===== src/verilog/rtc_alarm_params.svh =====
// register map, field positions and timing constants for the alarm block
`ifndef RTC_ALARM_PARAMS_SVH
`define RTC_ALARM_PARAMS_SVH
`define ADDR_STATUS 5'h07
`define ADDR_INT_CTRL 5'h08
`define ADDR_LOAD_CAP 5'h0a
`define ADDR_RATE_TRIM 5'h0b
`define ADDR_ALARM_FIRST 5'h0c
`define ADDR_ALARM_LAST 5'h11
`define ADDR_USER0 5'h12
`define ADDR_USER1 5'h13
`define ST_AUTO_CLEAR 7
`define ST_ALARM_FLAG 2
`define INT_PULSE_MODE 7
`define INT_ALARM_EN 6
`define BAT_OFS_LSB 6
`define MATCH_EN_BIT 7
`define ALARM_BYTES 6
`define PULSE_MS 250
`define CLK_KHZ 125000
`define PULSE_CYCLES (`PULSE_MS * `CLK_KHZ)
`define CNT_W 25
`define TRIM_NONE 3'h4
`define FOUT_SEL_MSB 3
`define CX_BASE 7'h12
`define CAP_MID 7'h32
`endif


===== src/verilog/rtc_alarm_pkg.sv =====
// shared types for the alarm and trim block
package rtc_alarm_pkg;
  typedef enum logic [1:0]
  {
    IRQ_IDLE = 2'b00,
    IRQ_HELD = 2'b01,
    IRQ_PULSE = 2'b10
  } irq_state_type;
endpackage


===== src/verilog/alarm_cmp_if.sv =====
// carrier between the register file and the alarm comparator
`timescale 1ns/1ps
interface alarm_cmp_if;
  logic [7:0] alarm_byte [6];
  logic [7:0] time_byte [6];
  logic match;
  modport owner (output alarm_byte, output time_byte, input match);
  modport cmp (input alarm_byte, input time_byte, output match);
endinterface


===== src/verilog/alarm_compare.sv =====
// per-byte masked comparison of alarm against calendar bytes
`timescale 1ns/1ps
`include "rtc_alarm_params.svh"
module alarm_compare
(
  alarm_cmp_if.cmp bus
);
  logic [`ALARM_BYTES-1:0] hit;
  logic [`ALARM_BYTES-1:0] used;
  genvar g;
  generate
    for (g = 0; g < `ALARM_BYTES; g++)
    begin : gen_byte
      assign used[g] = bus.alarm_byte[g][`MATCH_EN_BIT];
      assign hit[g] = !used[g] ||
        (bus.alarm_byte[g][6:0] == bus.time_byte[g][6:0]);
    end
  endgenerate
  // no byte enabled never matches; year is simply not among the bytes
  assign bus.match = (&hit) && (|used);
endmodule


===== src/verilog/rtc_alarm_trim.sv =====
// alarm, interrupt pin, trim decode and user bytes of the clock
`timescale 1ns/1ps
`include "rtc_alarm_params.svh"
module rtc_alarm_trim
#(
  parameter int PULSE_LEN = `PULSE_CYCLES
)
(
  input wire logic clk_i,
  input wire logic reset_n_i,
  input wire logic [4:0] reg_addr_i,
  input wire logic [7:0] reg_wdata_i,
  input wire logic reg_wr_i,
  input wire logic reg_rd_done_i,
  input wire logic sec_tick_i,
  input wire logic [7:0] time_sec_i,
  input wire logic [7:0] time_min_i,
  input wire logic [7:0] time_hour_i,
  input wire logic [7:0] time_date_i,
  input wire logic [7:0] time_month_i,
  input wire logic [7:0] time_wday_i,
  input wire logic on_battery_i,
  input wire logic fout_i,
  output logic [7:0] reg_rdata_o,
  output logic irq_fout_o,
  output logic alarm_flag_o,
  output logic [6:0] cap_x1_half_pf_o,
  output logic [6:0] cap_x2_half_pf_o,
  output logic [6:0] cap_load_qtr_pf_o,
  output logic signed [7:0] rate_trim_ppm_o
);
  logic [7:0] alarm_ff [`ALARM_BYTES];
  logic [7:0] int_ctrl_ff;
  logic [7:0] load_cap_ff;
  logic [2:0] rate_trim_ff;
  logic [7:0] user0_ff;
  logic [7:0] user1_ff;
  logic auto_clear_ff;
  logic alarm_flag_ff;
  logic tick_sync1_ff;
  logic tick_sync2_ff;
  logic tick_prev_ff;
  logic bat_sync1_ff;
  logic bat_sync2_ff;
  logic [1:0] eval_dly_ff;
  logic [`CNT_W-1:0] pulse_cnt_ff;
  rtc_alarm_pkg::irq_state_type irq_state_ff;
  rtc_alarm_pkg::irq_state_type nxt_irq_state;
  logic match;
  logic alarm_event;
  logic alarm_en;
  logic pulse_mode;
  logic fout_sel;
  logic flag_clr;
  logic [6:0] cx_half;
  logic [6:0] cx_bat;
  logic [7:0] nxt_rdata;
  alarm_cmp_if cmp_bus ();

  function automatic logic is_alarm_addr(input logic [4:0] a);
    is_alarm_addr = (a >= `ADDR_ALARM_FIRST) && (a <= `ADDR_ALARM_LAST);
  endfunction
  function automatic logic [2:0] alarm_idx(input logic [4:0] a);
    logic [4:0] d;
    d = a - `ADDR_ALARM_FIRST;
    alarm_idx = d[2:0];
  endfunction
  assign alarm_en = int_ctrl_ff[`INT_ALARM_EN];
  assign pulse_mode = int_ctrl_ff[`INT_PULSE_MODE];
  assign fout_sel = |int_ctrl_ff[`FOUT_SEL_MSB:0];
  // register writes
  always_ff @(posedge clk_i or negedge reset_n_i)
  begin
    if (!reset_n_i)
    begin
      int_ctrl_ff <= 8'h00;
      load_cap_ff <= 8'h00;
      rate_trim_ff <= 3'h0;
      auto_clear_ff <= 1'b0;
      for (int i = 0; i < `ALARM_BYTES; i++)
        alarm_ff[i] <= 8'h00;
    end
    else if (reg_wr_i)
    begin
      if (reg_addr_i == `ADDR_STATUS)
        auto_clear_ff <= reg_wdata_i[`ST_AUTO_CLEAR];
      if (reg_addr_i == `ADDR_INT_CTRL)
        int_ctrl_ff <= reg_wdata_i;
      if (reg_addr_i == `ADDR_LOAD_CAP)
        load_cap_ff <= reg_wdata_i;
      if (reg_addr_i == `ADDR_RATE_TRIM)
        rate_trim_ff <= reg_wdata_i[2:0];
      if (is_alarm_addr(reg_addr_i))
        alarm_ff[alarm_idx(reg_addr_i)] <= reg_wdata_i;
    end
  end
  // user bytes survive only through the supply, so reset leaves zero
  always_ff @(posedge clk_i or negedge reset_n_i)
  begin
    if (!reset_n_i)
    begin
      user0_ff <= 8'h00;
      user1_ff <= 8'h00;
    end
    else if (reg_wr_i)
    begin
      if (reg_addr_i == `ADDR_USER0)
        user0_ff <= reg_wdata_i;
      if (reg_addr_i == `ADDR_USER1)
        user1_ff <= reg_wdata_i;
    end
  end
  // tick and battery come from another domain
  always_ff @(posedge clk_i or negedge reset_n_i)
  begin
    if (!reset_n_i)
    begin
      tick_sync1_ff <= 1'b0;
      tick_sync2_ff <= 1'b0;
      tick_prev_ff <= 1'b0;
      bat_sync1_ff <= 1'b0;
      bat_sync2_ff <= 1'b0;
    end
    else
    begin
      tick_sync1_ff <= sec_tick_i;
      tick_sync2_ff <= tick_sync1_ff;
      tick_prev_ff <= tick_sync2_ff;
      bat_sync1_ff <= on_battery_i;
      bat_sync2_ff <= bat_sync1_ff;
    end
  end
  // wait two cycles after the tick so the time bytes have settled
  always_ff @(posedge clk_i or negedge reset_n_i)
  begin
    if (!reset_n_i)
      eval_dly_ff <= 2'b00;
    else
      eval_dly_ff <= {eval_dly_ff[0], tick_sync2_ff & ~tick_prev_ff};
  end
  generate
    for (genvar g = 0; g < `ALARM_BYTES; g++)
    begin : gen_alarm_bus
      assign cmp_bus.alarm_byte[g] = alarm_ff[g];
    end
  endgenerate
  assign cmp_bus.time_byte[0] = time_sec_i;
  assign cmp_bus.time_byte[1] = time_min_i;
  assign cmp_bus.time_byte[2] = time_hour_i;
  assign cmp_bus.time_byte[3] = time_date_i;
  assign cmp_bus.time_byte[4] = time_month_i;
  assign cmp_bus.time_byte[5] = time_wday_i;
  assign match = cmp_bus.match;
  alarm_compare u_cmp
  (
    .bus(cmp_bus)
  );
  // frequency output disables the alarm function
  assign alarm_event = eval_dly_ff[1] && match && alarm_en && !fout_sel;
  // a zero written to the flag bit clears it, as does a finished status read while auto clear is set
  assign flag_clr = (reg_wr_i && reg_addr_i == `ADDR_STATUS &&
    !reg_wdata_i[`ST_ALARM_FLAG]) ||
    (reg_rd_done_i && reg_addr_i == `ADDR_STATUS && auto_clear_ff);
  // set wins over clear, so a match during a read stays visible
  always_ff @(posedge clk_i or negedge reset_n_i)
  begin
    if (!reset_n_i)
      alarm_flag_ff <= 1'b0;
    else if (alarm_event)
      alarm_flag_ff <= 1'b1;
    else if (flag_clr)
      alarm_flag_ff <= 1'b0;
  end
  always_comb
  begin
    nxt_irq_state = irq_state_ff;
    case (irq_state_ff)
      rtc_alarm_pkg::IRQ_IDLE:
        if (alarm_event)
          nxt_irq_state = pulse_mode ? rtc_alarm_pkg::IRQ_PULSE
                                     : rtc_alarm_pkg::IRQ_HELD;
      rtc_alarm_pkg::IRQ_HELD:
        if (!alarm_flag_ff || pulse_mode)
          nxt_irq_state = rtc_alarm_pkg::IRQ_IDLE;
      rtc_alarm_pkg::IRQ_PULSE:
        if (pulse_cnt_ff == `CNT_W'(PULSE_LEN - 1))
          nxt_irq_state = rtc_alarm_pkg::IRQ_IDLE;
      default:
        nxt_irq_state = rtc_alarm_pkg::IRQ_IDLE;
    endcase
    if (!alarm_en || fout_sel)
      nxt_irq_state = rtc_alarm_pkg::IRQ_IDLE;
  end
  always_ff @(posedge clk_i or negedge reset_n_i)
  begin
    if (!reset_n_i)
      irq_state_ff <= rtc_alarm_pkg::IRQ_IDLE;
    else
      irq_state_ff <= nxt_irq_state;
  end
  // pulse timing ignores the flag entirely
  always_ff @(posedge clk_i or negedge reset_n_i)
  begin
    if (!reset_n_i)
      pulse_cnt_ff <= '0;
    else if (irq_state_ff == rtc_alarm_pkg::IRQ_PULSE)
      pulse_cnt_ff <= pulse_cnt_ff + `CNT_W'(1);
    else
      pulse_cnt_ff <= '0;
  end
  always_ff @(posedge clk_i or negedge reset_n_i)
  begin
    if (!reset_n_i)
      irq_fout_o <= 1'b1;
    else if (fout_sel)
      irq_fout_o <= fout_i;
    else
      irq_fout_o <= (nxt_irq_state == rtc_alarm_pkg::IRQ_IDLE);
  end
  always_ff @(posedge clk_i or negedge reset_n_i)
  begin
    if (!reset_n_i)
      alarm_flag_o <= 1'b0;
    else
      alarm_flag_o <= alarm_flag_ff;
  end
  // capacitance in half picofarads: 16,8,4,2,1,0.5 weights plus 9
  assign cx_half = `CX_BASE + {1'b0, ~load_cap_ff[5], load_cap_ff[4:0]};
  always_comb
  begin
    cx_bat = cx_half;
    if (bat_sync2_ff)
      case (load_cap_ff[`BAT_OFS_LSB+1:`BAT_OFS_LSB])
        2'b01: cx_bat = cx_half - 7'd1;
        2'b10: cx_bat = cx_half + 7'd1;
        2'b11: cx_bat = cx_half + 7'd2;
        default: cx_bat = cx_half;
      endcase
  end
  // x1 and x2 share one code; load value equals cx in quarter units
  // seven bits: the top code plus battery offset reaches 83 half pF
  always_ff @(posedge clk_i or negedge reset_n_i)
  begin
    if (!reset_n_i)
    begin
      cap_x1_half_pf_o <= `CAP_MID;
      cap_x2_half_pf_o <= `CAP_MID;
      cap_load_qtr_pf_o <= `CAP_MID;
    end
    else
    begin
      cap_x1_half_pf_o <= cx_bat;
      cap_x2_half_pf_o <= cx_bat;
      cap_load_qtr_pf_o <= cx_bat;
    end
  end
  // signed ppm handed to the second counter
  always_ff @(posedge clk_i or negedge reset_n_i)
  begin
    if (!reset_n_i)
      rate_trim_ppm_o <= 8'sh00;
    else if (rate_trim_ff[2])
      rate_trim_ppm_o <= -$signed({1'b0, rate_trim_ff[1], rate_trim_ff[0],
        2'b00} * 8'sd5);
    else
      rate_trim_ppm_o <= $signed({1'b0, rate_trim_ff[1], rate_trim_ff[0],
        2'b00} * 8'sd5);
  end
  always_comb
  begin
    nxt_rdata = 8'h00;
    if (is_alarm_addr(reg_addr_i))
      nxt_rdata = alarm_ff[alarm_idx(reg_addr_i)];
    else
      case (reg_addr_i)
        `ADDR_STATUS: nxt_rdata = {auto_clear_ff, 4'h0, alarm_flag_ff, 2'b00};
        `ADDR_INT_CTRL: nxt_rdata = int_ctrl_ff;
        `ADDR_LOAD_CAP: nxt_rdata = load_cap_ff;
        `ADDR_RATE_TRIM: nxt_rdata = {5'h00, rate_trim_ff};
        `ADDR_USER0: nxt_rdata = user0_ff;
        `ADDR_USER1: nxt_rdata = user1_ff;
        default: nxt_rdata = 8'h00;
      endcase
  end
  always_ff @(posedge clk_i or negedge reset_n_i)
  begin
    if (!reset_n_i)
      reg_rdata_o <= 8'h00;
    else
      reg_rdata_o <= nxt_rdata;
  end
endmodule

===== config.mk =====
export PLATFORM = sky130hd
export DESIGN_NAME = rtc_alarm_trim
export DESIGN_NICKNAME = d
export VERILOG_FILES = /design/src/verilog/rtc_alarm_pkg.sv /design/src/verilog/alarm_cmp_if.sv /design/src/verilog/alarm_compare.sv /design/src/verilog/rtc_alarm_trim.sv
export VERILOG_INCLUDE_DIRS = /design/src /design/src/verilog
export SDC_FILE = /design/constraint.sdc
export NUM_CORES = 1
export LEC_CHECK = 0
export BUFFER_PORTS_ARGS = -buffer_cell sky130_fd_sc_hd__buf_2
export CAP_MARGIN = 20
export CORE_UTILIZATION = 37
export DETAILED_ROUTE_END_ITERATION = 8
export GPL_TIMING_DRIVEN = 0
export HOLD_SLACK_MARGIN = 0.02
export MAX_ROUTING_LAYER = met4
export PLACE_DENSITY = 0.57
export SLEW_MARGIN = 10
export SYNTH_ARGS = -nofsm -noshare
export SYNTH_HDL_FRONTEND = slang
export SYNTH_SLANG_ARGS = --single-unit

===== constraint.sdc =====
create_clock -name clk_i -period 2.9 [get_ports clk_i]
set_input_delay 0.145 -clock clk_i [delete_from_list [all_inputs] [get_ports clk_i]]
set_output_delay 0.145 -clock clk_i [all_outputs]
set_load 0.01 [all_outputs]

==> flow_summary_export.csv <==
group,metric,value,unit
timing,timing.final.crit_period,2.63,ns
worst_setup_path,crit_chain,"clkbuf_1, inv_1, ha_1, inv_1, ha_1, a21o_1, a21oi_1, o21bai_1, a21oi_1, xnor2_1, o22ai_1",
clock_network,clkLatencyLatePin,0.42,ns
worst_setup_path,timing.rr.end,"cap_load_qtr_pf_o[6]",
synthesis,synth.ff_latch_count,141,
worst_setup_path,worstSetupPathType,"flop to flop",
clock_network,htree_num_levels,4,
worst_setup_path,reg2reg_setup_slack,0.27,ns
worst_setup_path,cp_top_family,"compound AO/OA/AOI/OAI gates",
global_route,overflow,0,
clock_network,root_buffer,"clkbuf_16",
routing,avgRoutedWirePerCell,18.4,um
synthesis,synthArstFlopShare,1.00,
global_route,grt_pass1_wl,28500,um
power_and_ir_drop,vdd_drop_max,415,uV
floorplan,fp.dieH,140,um
floorplan,initial_core_util,0.378,
timing,fmax,380,MHz
worst_hold_path,hp-start,"reg_rd_done_i",
synthesis,synth.yosys.seq_area_share,0.500,
worst_setup_path,crit_required,3.19,ns
timing,slew_violations,0,
final_layout,synthToLayoutAreaGrowth,21.4,%
global_route,grt_use_total,0.197,
clock_network,clk_pin_slew,0.06,ns
worst_setup_path,r2r_start,"load_cap_ff[1]",
worst_setup_path,crit_path_end,"cap_load_qtr_pf_o[6]",
worst_setup_path,slowest_stage,"ha_1",
worst_setup_path,max_stage_delay,0.38,ns
routing,drc,0,
final_layout,layout_common_cells,"137 x dfrtp_1, 95 x buf_2, 92 x mux2_2, 44 x xnor2_1, 43 x nor2_1",
routing,wl,17700,um
routing,dr_total_vias,5066,
worst_setup_path,cp_max_fo,8,
floorplan,die-area,19700,um2
clock_network,cts.sinks,141,
worst_setup_path,startpoint_type,"flop",
synthesis,synth_top_family_by_area,"multiplexers",
timing,final.setup.tns,0,ns
synthesis,synth_xor_area_frac,0.0917,
clock_network,post_cts_resized,0,
timing,period_share,0.906,
status,status,"completed",
timing,worst_slew_pin_slew,1.00,ns
worst_hold_path,hp-class,"input pin to flop",
floorplan,fp.dieW,140,um
worst_setup_path,cp-end-kind,"flop",
routing,viasPerCell,5.26,
clock_network,cts_buffer_depth,2,
synthesis,synth_area,7070,um2
final_layout,antenna_cells,0,
global_route,grt_start_max_net_pins,76,
global_route,grt_antenna_before_repair,0,
placement,place_congestion,0.839,
worst_setup_path,path_buf_inv,3,
synthesis,synth-compound-area-share,0.0616,
clock_network,cts_buffers,17,
synthesis,synthSimpleGateAreaFrac,0.106,
worst_setup_path,critPathLaunch,"load_cap_ff[1]",
timing,timing.hold.ws,0.152,ns
synthesis,ys_warn_count,0,
timing,hold_viol,0,
routing,drt_iter0_drc,329,
floorplan,boundaryPins,107,
clock_network,cts_tree,"done",
power_and_ir_drop,p_leak,0.00386,uW
timing,relSlewSlack,0.329,
final_layout,layout_commonest_cell,"dfrtp_1",
floorplan,core_area,18700,um2
synthesis,ys.flop_type,"dfrtp_1",
synthesis,synthCells,594,
placement,io_buffers,93,
timing,rsz0062_at_grt,"no",
routing,first_pass_iters,7,
flow_run,drv_cap,0,
synthesis,muxShareOfSynthArea,0.173,
worst_setup_path,arrival,2.92,ns
synthesis,avgSynthCellArea,11.9,um2
global_route,first_global_vias,5361,
synthesis,synth_edf_count,0,
final_layout,nets,799,
synthesis,ys_types,51,
timing,setup_viol,0,
worst_setup_path,rr_worst_depth,11,
worst_setup_path,cp.depth,11,
routing,drtAntennaViolNets,0,
timing,skew,0.00851,ns
placement,dp_hpwl,13000,um
floorplan,row_count,50,
synthesis,synth_fa_ha_area_frac,0.0276,
power_and_ir_drop,p_per_area,740,nW/um2
final_layout,drive_gt1_frac,0.350,
## sequential cells by signal, indices dropped and copies added (netlist names), 2 cells and up
register	flops
load_cap_ff	8
reg_rdata_o	8
user0_ff	8
alarm_ff	48
rate_trim_ff	3
int_ctrl_ff	8
irq_state_ff	2
user1_ff	8
rate_trim_ppm_o	5
pulse_cnt_ff	25
eval_dly_ff	2
cap_load_qtr_pf_o	7
## synthesized netlist by cell type (4+ instances only)
cell      count  area [um2]
nand4_1      17         106
mux4_2        8         180
buf_1         4        15.0
buf_4        17         128
dfrtp_1     137        3430
o21ai_0       8        40.0
mux2_2       92        1040
a22oi_1       8        60.1
inv_1        18        67.6
dfstp_2       4         105
ha_1         14         175
clkbuf_1     14        52.6
nor2b_1       4        25.0
xnor2_1      44         385
nor4_1        4        25.0
nand2_1      34         128
nor2_1       43         161
xor2_1       30         263
a222oi_1     12         120
o41ai_1       5        43.8
nor3_1        5        25.0
nand3_1      17        85.1
or4_1         5        37.5
a21oi_1       9        45.0
## power by group
group / internal (uW) / leakage (uW) / total [uW] / switching, uW
Sequential: 2300 / 0.00183 / 2560 / 268
Combinational: 754 / 0.00173 / 1450 / 696
Clock: 1490 / 0.000302 / 2330 / 846
Total: 4540 / 0.00386 / 6350 / 1810
## cells by family after synthesis
logic type,after synthesis
mux,101
flops,141
compound gates,58
simple gates,148
other cells,1
buf+inv,56
fa+ha+maj,15
xor+xnor,74
## worst min path at each step
stage,endpoint,cells past startpoint
6_report,alarm_flag_ff,6
4_1_cts,alarm_flag_ff,6
3_3_place_gp,tick_sync1_ff,1
3_5_place_dp,alarm_ff[4],1
5_1_grt,alarm_flag_ff,6
2_1_floorplan,alarm_ff[0],0
## worst register-to-register path, stage by stage, from the launching register on
cell      delay, ns
dfrtp_1        0.34
clkbuf_1       0.28
inv_1          0.17
ha_1           0.38
inv_1          0.06
ha_1           0.31
a21o_1         0.22
a21oi_1        0.22
o21bai_1       0.11
a21oi_1        0.19
xnor2_1        0.14
o22ai_1        0.10
## layer usage
metal  track usage  share of wire  up-vias
li1              -              -     2358
met1         0.251           0.46     2552
met2         0.312           0.48      136
met3        0.0417          0.045       20
met4        0.0665          0.017        0
met5             -              0        -
## what timing repair did
action,CTS,global route
buffers inserted,0,0
hold endpoints to repair,72,0
hold buffers,8,0
## metrics by stage
step / power (uW) / util / area, um2 / worst slack [ns] / std cells
2_1_floorplan: 3510 / - / 7070 / 0.593 / 595
3_3_place_gp: 3990 / 0.419 / 7830 / -0.288 / 922
3_5_place_dp: 4050 / 0.420 / 7870 / 0.320 / 923
4_1_cts: 6420 / 0.459 / 8580 / 0.293 / 963
5_1_grt: 6680 / 0.459 / 8580 / 0.0678 / 963
6_report: 6350 / 0.459 / 8580 / 0.271 / 963
## final cells by class
| class | count | area (um2) |
|---|---|---|
| plain buffers | 38 | 210 |
| clock buffers | 19 | 453 |
| clock inverters | 13 | 186 |
| fillers | 1774 | 10100 |
| inverters | 18 | 67.6 |
| multi-input cells | 398 | 3260 |
| flip-flops and latches | 141 | 3530 |
| well taps | 234 | 293 |
| repair buffers | 102 | 579 |
Note: power is estimated with default switching activity, not from simulation.
